File: src/maxi_pkg.sv
// package: register map, field positions and shared types of the axis io / irq block
package maxi_pkg;
  localparam int NUM_AXES = 2;
  localparam int POS_W = 28;
  // register map, word index = addr[5:2], axis selected by addr[6]
  localparam logic [7:0] REG_IO_STATE = 8'h00;
  localparam logic [7:0] REG_CTRL = 8'h04;
  localparam logic [7:0] REG_MASK = 8'h08;
  localparam logic [7:0] REG_CAUSE = 8'h0C;
  localparam logic [7:0] REG_ACT_POS = 8'h10;
  localparam logic [7:0] REG_CMD_POS = 8'h14;
  localparam logic [7:0] REG_CARD = 8'h80;
  localparam logic [7:0] AXIS_STRIDE = 8'h40;
  // control register fields
  localparam int CTRL_DRV_EN = 0;
  localparam int CTRL_ENC_SRC = 1;
  localparam int CTRL_DEV_CLR = 2;
  localparam int CTRL_POL_LSB = 8;
  localparam logic [31:0] CTRL_RESET = 32'h0000_0006;
  localparam logic [31:0] MASK_RESET = 32'h0000_0000;
  // mask bits that may be written
  localparam logic [31:0] MASK_IMPL = 32'h0083_E0EF;
  // status word fields
  localparam int IO_PEL = 0;
  localparam int IO_INT = 9;
  // cause fields
  localparam int C_PEL = 0;
  localparam int C_NEL = 1;
  localparam int C_PSD = 2;
  localparam int C_NSD = 3;
  localparam int C_ALM = 4;
  localparam int C_STP = 5;
  localparam int C_CMP = 6;
  localparam int C_VSTOP = 8;
  localparam int C_HOME = 9;
  localparam int C_PRESET = 11;
  localparam int C_ENC = 12;
  localparam int C_HW = 14;
  localparam int C_GO = 15;
  localparam int C_ACC = 16;
  localparam int C_DEC = 17;
  localparam int C_RDY = 23;
  localparam int C_INTERP = 7;
  // mask fields
  localparam int M_EL = 0;
  localparam int M_SD = 1;
  localparam int M_ALM = 2;
  localparam int M_STP = 3;
  localparam int M_HOME = 5;
  localparam int M_PRESET = 6;
  localparam int M_INTERP = 7;
  localparam int M_VSTOP = 13;
  localparam int M_ENC = 14;
  localparam int M_GO = 15;
  localparam int M_ACC = 16;
  localparam int M_DEC = 17;
  localparam int M_RDY = 23;

  // raw axis inputs, as on the pins
  typedef struct packed {
    logic in_position_in;
    logic ready_input;
    logic servo_fault_in;
    logic index_pulse;
    logic origin_switch;
    logic neg_slowdown_point;
    logic pos_slowdown_point;
    logic negative_travel_limit;
    logic positive_travel_limit;
  } maxi_pins_t;

  // one-cycle event pulses from the motion core
  typedef struct packed {
    logic stop_pel;
    logic stop_nel;
    logic stop_psd;
    logic stop_nsd;
    logic stop_alm;
    logic stop_stp;
    logic cmp_active;
    logic stop_vstop;
    logic home_done;
    logic preset_done;
    logic interp_done;
    logic go_start;
    logic acc_done;
    logic dec_start;
  } maxi_evt_t;

  typedef struct packed {
    logic enc_a;
    logic enc_b;
    logic hw_a;
    logic hw_b;
  } maxi_enc_t;
endpackage : maxi_pkg

File: src/maxi_top.sv
// design: per-axis io status, position counters and interrupt logic
// ============================================================
// Functional notes
// - drive enable pin follows software bit
// - status bits 0-5: limits, slowdowns, origin, index
// - status bits 6-11: fault, enable, ready, int, clear, inpos
// - status bit one when signal on per polarity
// - actual position write loads counter
// - encoder disabled: actual read returns command
// - command position write overwrites, read returns value
// - card enable gates interrupt to host
// - 32-bit mask gates each factor except compare
// - mask 0-3: limit, slowdown, fault, stop
// - mask 5-7: home, preset, interpolation done
// - mask 13-15: velocity stop, encoder error, go
// - mask 16,17,23: accel end, decel start, ready
// - simultaneous pair change flags encoder error
// - host can read which axis interrupts
// - 32-bit cause register clears on read
// - cause 0-5: limit, slowdown, fault, stop stops
// - cause 6,8,9,11: compare, vstop, home, preset
// - cause 12,14-17,23 events; others zero
//
// The implementer's own choices: the register offsets and the strobed register port.
`timescale 1ns/100ps
module maxi_top #(
  parameter int NUM_AXES = maxi_pkg::NUM_AXES,
  parameter int POS_W = maxi_pkg::POS_W
) (
  input wire logic CLK_SYS,
  input wire logic RST_N,
  input wire logic [7:0] ADDR,
  input wire logic [31:0] WDATA,
  input wire logic WR,
  input wire logic RD,
  output logic [31:0] RDATA,
  input wire maxi_pkg::maxi_pins_t [NUM_AXES-1:0] AXIS_PINS,
  input wire maxi_pkg::maxi_evt_t [NUM_AXES-1:0] AXIS_EVT,
  input wire maxi_pkg::maxi_enc_t [NUM_AXES-1:0] AXIS_ENC,
  input wire logic [NUM_AXES-1:0] ENC_STEP,
  input wire logic [NUM_AXES-1:0] ENC_DIR,
  input wire logic [NUM_AXES-1:0] CMD_STEP,
  input wire logic [NUM_AXES-1:0] CMD_DIR,
  output logic [NUM_AXES-1:0] DRIVE_ENABLE_OUT,
  output logic [NUM_AXES-1:0] DEVIATION_CLEAR_OUT,
  output logic HOST_IRQ
);
  // ============================================================
  // register decode
  logic card_sel;
  logic [NUM_AXES-1:0] ax_sel;
  logic [7:0] reg_off;
  logic card_irq_en;
  logic [31:0] ctrl [NUM_AXES];
  logic [31:0] mask [NUM_AXES];
  logic [31:0] cause [NUM_AXES];
  logic [POS_W-1:0] act_pos [NUM_AXES];
  logic [POS_W-1:0] cmd_pos [NUM_AXES];
  logic [15:0] io_word [NUM_AXES];
  logic [31:0] next_cause [NUM_AXES];
  logic [NUM_AXES-1:0] axis_pending;
  maxi_pkg::maxi_enc_t enc_prev [NUM_AXES];

  assign card_sel = (ADDR == maxi_pkg::REG_CARD);
  assign reg_off = ADDR & ~maxi_pkg::AXIS_STRIDE;

  always_comb begin
    for (int a = 0; a < NUM_AXES; a++) begin
      ax_sel[a] = !ADDR[7] && (ADDR[6] == a[0]);
    end
  end

  // ============================================================
  // card-level interrupt enable
  always_ff @(posedge CLK_SYS) begin
    if (!RST_N) begin
      card_irq_en <= 1'b0;
    end else if (WR && card_sel) begin
      card_irq_en <= WDATA[0];
    end
  end

  // ============================================================
  // per-axis logic
  for (genvar a = 0; a < NUM_AXES; a++) begin : g_axis
    logic [8:0] raw;
    logic [8:0] pol;
    logic [8:0] on;
    logic enc_err;
    logic hw_err;
    logic rdy_q;
    logic [31:0] evt_set;

    assign raw = AXIS_PINS[a];
    assign pol = ctrl[a][maxi_pkg::CTRL_POL_LSB +: 9];
    // polarity bit 1 means active high
    assign on = ~(raw ^ pol);

    always_comb begin
      io_word[a] = 16'h0000;
      io_word[a][0] = on[0];
      io_word[a][1] = on[1];
      io_word[a][2] = on[2];
      io_word[a][3] = on[3];
      io_word[a][4] = on[4];
      io_word[a][5] = on[5];
      io_word[a][6] = on[6];
      io_word[a][7] = DRIVE_ENABLE_OUT[a];
      io_word[a][8] = on[7];
      io_word[a][maxi_pkg::IO_INT] = axis_pending[a];
      io_word[a][10] = DEVIATION_CLEAR_OUT[a];
      io_word[a][11] = on[8];
    end

    always_ff @(posedge CLK_SYS) begin
      if (!RST_N) begin
        ctrl[a] <= maxi_pkg::CTRL_RESET;
      end else if (WR && ax_sel[a] && reg_off == maxi_pkg::REG_CTRL) begin
        ctrl[a] <= WDATA;
      end
    end

    always_ff @(posedge CLK_SYS) begin
      if (!RST_N) begin
        DRIVE_ENABLE_OUT[a] <= 1'b0;
        DEVIATION_CLEAR_OUT[a] <= 1'b0;
      end else begin
        DRIVE_ENABLE_OUT[a] <= ctrl[a][maxi_pkg::CTRL_DRV_EN];
        DEVIATION_CLEAR_OUT[a] <= ctrl[a][maxi_pkg::CTRL_DEV_CLR];
      end
    end

    // unused mask bits are dropped; software should write them zero
    always_ff @(posedge CLK_SYS) begin
      if (!RST_N) begin
        mask[a] <= maxi_pkg::MASK_RESET;
      end else if (WR && ax_sel[a] && reg_off == maxi_pkg::REG_MASK) begin
        mask[a] <= WDATA & maxi_pkg::MASK_IMPL;
      end
    end

    // position counters; software write has priority over a step
    always_ff @(posedge CLK_SYS) begin
      if (!RST_N) begin
        act_pos[a] <= '0;
      end else if (WR && ax_sel[a] && reg_off == maxi_pkg::REG_ACT_POS) begin
        act_pos[a] <= WDATA[POS_W-1:0];
      end else if (ENC_STEP[a]) begin
        act_pos[a] <= ENC_DIR[a] ? act_pos[a] - 1'b1 : act_pos[a] + 1'b1;
      end
    end

    always_ff @(posedge CLK_SYS) begin
      if (!RST_N) begin
        cmd_pos[a] <= '0;
      end else if (WR && ax_sel[a] && reg_off == maxi_pkg::REG_CMD_POS) begin
        cmd_pos[a] <= WDATA[POS_W-1:0];
      end else if (CMD_STEP[a]) begin
        cmd_pos[a] <= CMD_DIR[a] ? cmd_pos[a] - 1'b1 : cmd_pos[a] + 1'b1;
      end
    end

    // a pair whose two lines both toggle in one sample is an illegal edge;
    // the history tracks the pins through reset too, so no false edge follows it
    always_ff @(posedge CLK_SYS) begin
      enc_prev[a] <= AXIS_ENC[a];
      rdy_q <= raw[7];
    end
    assign enc_err = (AXIS_ENC[a].enc_a ^ enc_prev[a].enc_a)
                   & (AXIS_ENC[a].enc_b ^ enc_prev[a].enc_b);
    assign hw_err = (AXIS_ENC[a].hw_a ^ enc_prev[a].hw_a)
                  & (AXIS_ENC[a].hw_b ^ enc_prev[a].hw_b);

    // a factor other than compare is recorded only while its mask bit is set
    always_comb begin
      evt_set = 32'h0000_0000;
      evt_set[maxi_pkg::C_PEL] = AXIS_EVT[a].stop_pel & mask[a][maxi_pkg::M_EL];
      evt_set[maxi_pkg::C_NEL] = AXIS_EVT[a].stop_nel & mask[a][maxi_pkg::M_EL];
      evt_set[maxi_pkg::C_PSD] = AXIS_EVT[a].stop_psd & mask[a][maxi_pkg::M_SD];
      evt_set[maxi_pkg::C_NSD] = AXIS_EVT[a].stop_nsd & mask[a][maxi_pkg::M_SD];
      evt_set[maxi_pkg::C_ALM] = AXIS_EVT[a].stop_alm & mask[a][maxi_pkg::M_ALM];
      evt_set[maxi_pkg::C_STP] = AXIS_EVT[a].stop_stp & mask[a][maxi_pkg::M_STP];
      // compare interrupt has its own enable elsewhere, so it is always recorded
      evt_set[maxi_pkg::C_CMP] = AXIS_EVT[a].cmp_active;
      evt_set[maxi_pkg::C_VSTOP] = AXIS_EVT[a].stop_vstop & mask[a][maxi_pkg::M_VSTOP];
      evt_set[maxi_pkg::C_HOME] = AXIS_EVT[a].home_done & mask[a][maxi_pkg::M_HOME];
      evt_set[maxi_pkg::C_PRESET] = AXIS_EVT[a].preset_done & mask[a][maxi_pkg::M_PRESET];
      // no interpolation cause bit exists; it reports as preset completion
      evt_set[maxi_pkg::C_PRESET] = evt_set[maxi_pkg::C_PRESET]
        | (AXIS_EVT[a].interp_done & mask[a][maxi_pkg::M_INTERP]);
      evt_set[maxi_pkg::C_ENC] = enc_err & mask[a][maxi_pkg::M_ENC];
      evt_set[maxi_pkg::C_HW] = hw_err & mask[a][maxi_pkg::M_ENC];
      evt_set[maxi_pkg::C_GO] = AXIS_EVT[a].go_start & mask[a][maxi_pkg::M_GO];
      evt_set[maxi_pkg::C_ACC] = AXIS_EVT[a].acc_done & mask[a][maxi_pkg::M_ACC];
      evt_set[maxi_pkg::C_DEC] = AXIS_EVT[a].dec_start & mask[a][maxi_pkg::M_DEC];
      evt_set[maxi_pkg::C_RDY] = rdy_q & ~raw[7] & mask[a][maxi_pkg::M_RDY];
    end

    // clear on read; an event in the read cycle survives the clear
    always_comb begin
      next_cause[a] = cause[a];
      if (RD && ax_sel[a] && reg_off == maxi_pkg::REG_CAUSE) begin
        next_cause[a] = 32'h0000_0000;
      end
      next_cause[a] = next_cause[a] | evt_set;
    end

    always_ff @(posedge CLK_SYS) begin
      if (!RST_N) begin
        cause[a] <= 32'h0000_0000;
      end else begin
        cause[a] <= next_cause[a];
      end
    end

    assign axis_pending[a] = |cause[a];
  end

  // ============================================================
  // interrupt output
  always_ff @(posedge CLK_SYS) begin
    if (!RST_N) begin
      HOST_IRQ <= 1'b0;
    end else begin
      HOST_IRQ <= card_irq_en && (|axis_pending);
    end
  end

  // ============================================================
  // read path, data valid the cycle after the strobe
  always_ff @(posedge CLK_SYS) begin
    if (!RST_N) begin
      RDATA <= 32'h0000_0000;
    end else if (RD) begin
      RDATA <= 32'h0000_0000;
      if (card_sel) begin
        RDATA <= {{(32-NUM_AXES){1'b0}}, axis_pending} << 8 | {31'h0, card_irq_en};
      end else begin
        for (int a = 0; a < NUM_AXES; a++) begin
          if (ax_sel[a]) begin
            if (reg_off == maxi_pkg::REG_IO_STATE) begin
              RDATA <= {16'h0000, io_word[a]};
            end else if (reg_off == maxi_pkg::REG_CTRL) begin
              RDATA <= ctrl[a];
            end else if (reg_off == maxi_pkg::REG_MASK) begin
              RDATA <= mask[a];
            end else if (reg_off == maxi_pkg::REG_CAUSE) begin
              RDATA <= cause[a];
            end else if (reg_off == maxi_pkg::REG_ACT_POS) begin
              RDATA <= 32'(ctrl[a][maxi_pkg::CTRL_ENC_SRC] ? act_pos[a] : cmd_pos[a]);
            end else if (reg_off == maxi_pkg::REG_CMD_POS) begin
              RDATA <= 32'(cmd_pos[a]);
            end
          end
        end
      end
    end
  end
endmodule : maxi_top

File: config.mk
export PLATFORM = sky130hd
export DESIGN_NAME = maxi_top
export DESIGN_NICKNAME = d
export VERILOG_FILES = /design/src/maxi_pkg.sv /design/src/maxi_top.sv
export SDC_FILE = /design/constraint.sdc
export NUM_CORES = 1
export LEC_CHECK = 0
export ABC_AREA = 1
export BUFFER_PORTS_ARGS = -buffer_cell sky130_fd_sc_hd__clkbuf_2
export CAP_MARGIN = 20
export CORE_ASPECT_RATIO = 0.75
export CORE_UTILIZATION = 24
export CTS_CLUSTER_DIAMETER = 80
export DETAILED_ROUTE_END_ITERATION = 16
export SYNTH_ARGS = -nofsm -noshare
export SYNTH_HDL_FRONTEND = slang
export SYNTH_SLANG_ARGS = --single-unit
File: constraint.sdc
create_clock -name CLK_SYS -period 11.97 [get_ports CLK_SYS]
set_clock_uncertainty 0.05 [all_clocks]
set_input_delay 1.7955 -clock CLK_SYS [delete_from_list [all_inputs] [get_ports CLK_SYS]]
set_output_delay 1.7955 -clock CLK_SYS [all_outputs]
set_load 0.02 [all_outputs]
==> results.cfg <==
[worst_setup_path]
crit_arrival_ns = 5.01
critPathMaxFanout = 22
crit_type = input port to flop
r2r_end = act_pos[0][20]
timing.rr.start = act_pos[0][0]
required_ns = 12.24
critPathLaunchType = input port
worstSetupEndpointType = flop
rrSetupSlack_ns = 8.83
ff2ff_path_depth = 10

[clock_network]
cts_hold_buf = 0
post_cts_buffers = 0
ctsResizeCount = 0
clk_latency_ns = 0.62
cts_buffers = 30
cts.sinks = 282
cts_buffer_depth = 3
cts_htree_levels = 1
clk_pin_slew_ns = 0.07
clock-root-buffer = clkbuf_16
cts_tree = built

[grt]
grt_max_degree = 71
grt-ovfl-total = 0
antenna_found_initial = 4
grtUsageTotal_pct = 18.9
first_global_vias = 17400
grt_pass1_wl_mm = 117

[run]
maxCapViolations = 0

[floorplan]
core_area_sq_um = 80600
start_util_pct = 24.3
rows = 90
ios = 143
die_w_um = 332
die_h_um = 249
die-area_sq_um = 82800

[timing]
min_period_over_period_pct = 39.6
slew_headroom_pct = 26.0
fin_setup_tns_ns = 0
finalSetupViolations = 0
min_period_ns = 4.74
worst_pin_slew_ns = 1.11
hold_violations = 0
fmax_mhz = 211
rsz0062_at_grt = false
slew_violations = 0

[pwr]
worst_ir_drop_vdd_mv = 0.105
power_leakage_nw = 9.91
power_density_nw_per_um2 = 128
power_mw = 2.89

[hold_path]
hold_start = RDATA[12]
min_path_cells = 2
min_to = RDATA[12]
hold_path_class = flop to flop

[logic_synthesis]
post_synth_num_cell_types = 61
synthArstFlopShare_pct = 0
syn_area_sq_um = 19600
synth.area.mux_share_pct = 0
synth_fa_ha_area_share_pct = 7.05
syn_avg_cell_area_sq_um = 7.48
ys_seq_area_share_pct = 39.1
synth_enable_flop_cells = 202
synthesis.nets = 2833
yosys.area_share.simple_pct = 25.0
synthFlopType = edfxtp_1
ys_warn_count = 0
synth_cells = 2619
synth-compound-area-share_pct = 19.1
ys_ff_latch = 282
synth_top_family_by_area = simple AND/OR/NAND/NOR gates
synth_xor_area_share_pct = 2.86

[finish]
most-common-layout-cells = 635 x nand2_1, 306 x a21oi_1, 256 x nor2_1, 242 x inv_1, 212 x o21ai_0
final_common_cell = nand2_1
multi_input_area_sq_um = 10600
fillers = 8888
fin_nets = 2949
area_growth_pct = 15.1
seqCellArea_sq_um = 7670
drive_above_1_share_pct = 10.5

[routing]
drtAntennaViolNets = 0
via_count = 19500
wirelength_mm = 81.4
wire_per_inst_um = 21.3
dr.pass1.iters = 6
drc = 0
viasPerCell = 5.11
first_iter_violations = 2421

[placed_design]
portBuffers = 142
globalplace.congestion = 0.953
dpl.hpwl_mm = 62.3

[outcome]
status = complete, no violations
-- Yosys cell counts (3+ instances only) --
| cell type | number | share of area [%] |
|---|---|---|
| a211oi_1 | 3 | 0.11 |
| a21boi_0 | 4 | 0.15 |
| a21o_1 | 19 | 0.73 |
| a21oi_1 | 306 | 7.8 |
| a221oi_1 | 5 | 0.22 |
| a22o_1 | 9 | 0.40 |
| a31o_2 | 4 | 0.18 |
| a31oi_1 | 11 | 0.35 |
| and3_1 | 3 | 0.096 |
| buf_2 | 27 | 0.69 |
| buf_4 | 9 | 0.34 |
| clkbuf_1 | 35 | 0.67 |
| clkinv_1 | 3 | 0.057 |
| dfxtp_1 | 80 | 8.2 |
| edfxtp_1 | 202 | 31 |
| fa_1 | 4 | 0.41 |
| ha_1 | 104 | 6.6 |
| inv_1 | 242 | 4.6 |
| inv_2 | 16 | 0.31 |
| nand2_1 | 635 | 12 |
| nand2_2 | 4 | 0.13 |
| nand3_1 | 143 | 3.7 |
| nand3b_1 | 4 | 0.15 |
| nand4_1 | 22 | 0.70 |
| nor2_1 | 256 | 4.9 |
| nor2_2 | 7 | 0.22 |
| nor2_4 | 9 | 0.52 |
| nor3_1 | 25 | 0.64 |
| nor3_4 | 3 | 0.25 |
| nor4_1 | 13 | 0.42 |
| o211ai_1 | 30 | 1.1 |
| o21a_1 | 3 | 0.11 |
| o21ai_0 | 214 | 5.5 |
| o21ai_1 | 8 | 0.20 |
| o21bai_1 | 8 | 0.31 |
| o22ai_1 | 33 | 1.1 |
| or2_2 | 21 | 0.67 |
| xnor2_1 | 25 | 1.1 |
| xor2_1 | 39 | 1.7 |
-- final cells by class --
cell class | instances | share of cell area [%]
Clock inverter | 21 | 1.23
Inverter | 261 | 4.34
Antenna cell | 3 | 0.0333
Multi-Input combinational cell | 2001 | 46.9
Tap cell | 1058 | 5.87
Sequential cell | 282 | 34.0
Timing Repair Buffer | 159 | 3.89
Clock buffer | 35 | 3.69
-- power breakdown --
part / internal [mW] / switching (mW) / leakage [nW]
Combinational: 0.204 / 0.431 / 6.66
Sequential: 1.12 / 0.0731 / 2.71
Clock: 0.611 / 0.451 / 0.540
Total: 1.94 / 0.955 / 9.91
-- cells by family after synthesis --
| group | Yosys count |
|---|---|
| buffers and inverters | 336 |
| AO/OA/AOI/OAI | 674 |
| AND/OR/NAND/NOR | 1155 |
| adder cells (fa/ha/maj) | 108 |
| flip-flops | 282 |
| XOR/XNOR | 64 |
-- sequential cells by signal, summed over array words and instances, names as in the netlist --
signal	count
mask	26
enc_prev	8
RDATA	32
DRIVE_ENABLE_OUT	2
cmd_pos	56
DEVIATION_CLEAR_OUT	2
g_axis.rdy_q	2
card_irq_en	1
act_pos	56
cause	32
HOST_IRQ	1
ctrl	64
-- critical path: stages --
cell and delay [ns]:
clkbuf_2 0.21, inv_2 0.16, nand2_2 0.16, nor2_1 0.49
nand2_1 0.23, nand3_1 0.78, nand3_1 0.72, buf_4 0.46
-- stage by stage --
stage / util (%) / std cells / hold WS, ns / setup WS (ns) / instance area, sq um
floorplan: - / 2619 / 0.371 / 6.58 / 19600
global placement: 26.5 / 3758 / 0.401 / 6.63 / 21400
detailed placement: 26.6 / 3760 / 0.402 / 6.75 / 21400
CTS: 27.9 / 3816 / 0.415 / 7.38 / 22500
global route: 28.0 / 3817 / 0.429 / 7.11 / 22500
finish: 28.0 / 3820 / 0.415 / 7.23 / 22600
-- layer usage --
layer | vias up | track usage [%] | wire [um]
met1 | 9045 | 28.2 | 36300
met4 | 0 | 3.25 | 1370
met5 | - | 0 | 0
met2 | 1175 | 25.4 | 31200
li1 | 9230 | - | -
met3 | 77 | 7.35 | 12500
-- worst max path at each step --
stage	from	end	slack, ns	cells after the start
after global routing	ADDR[7]	act_pos[0][24]	7.11	8
after floorplan	ADDR[5]	ctrl[1][0]	6.58	6
after global placement	ADDR[7]	act_pos[1][22]	6.63	8
after CTS	ADDR[2]	act_pos[0][23]	7.38	8
after detailed placement	ADDR[7]	act_pos[0][23]	6.75	8
final	ADDR[7]	act_pos[0][21]	7.23	8
Power figures use the tool's default switching activity.
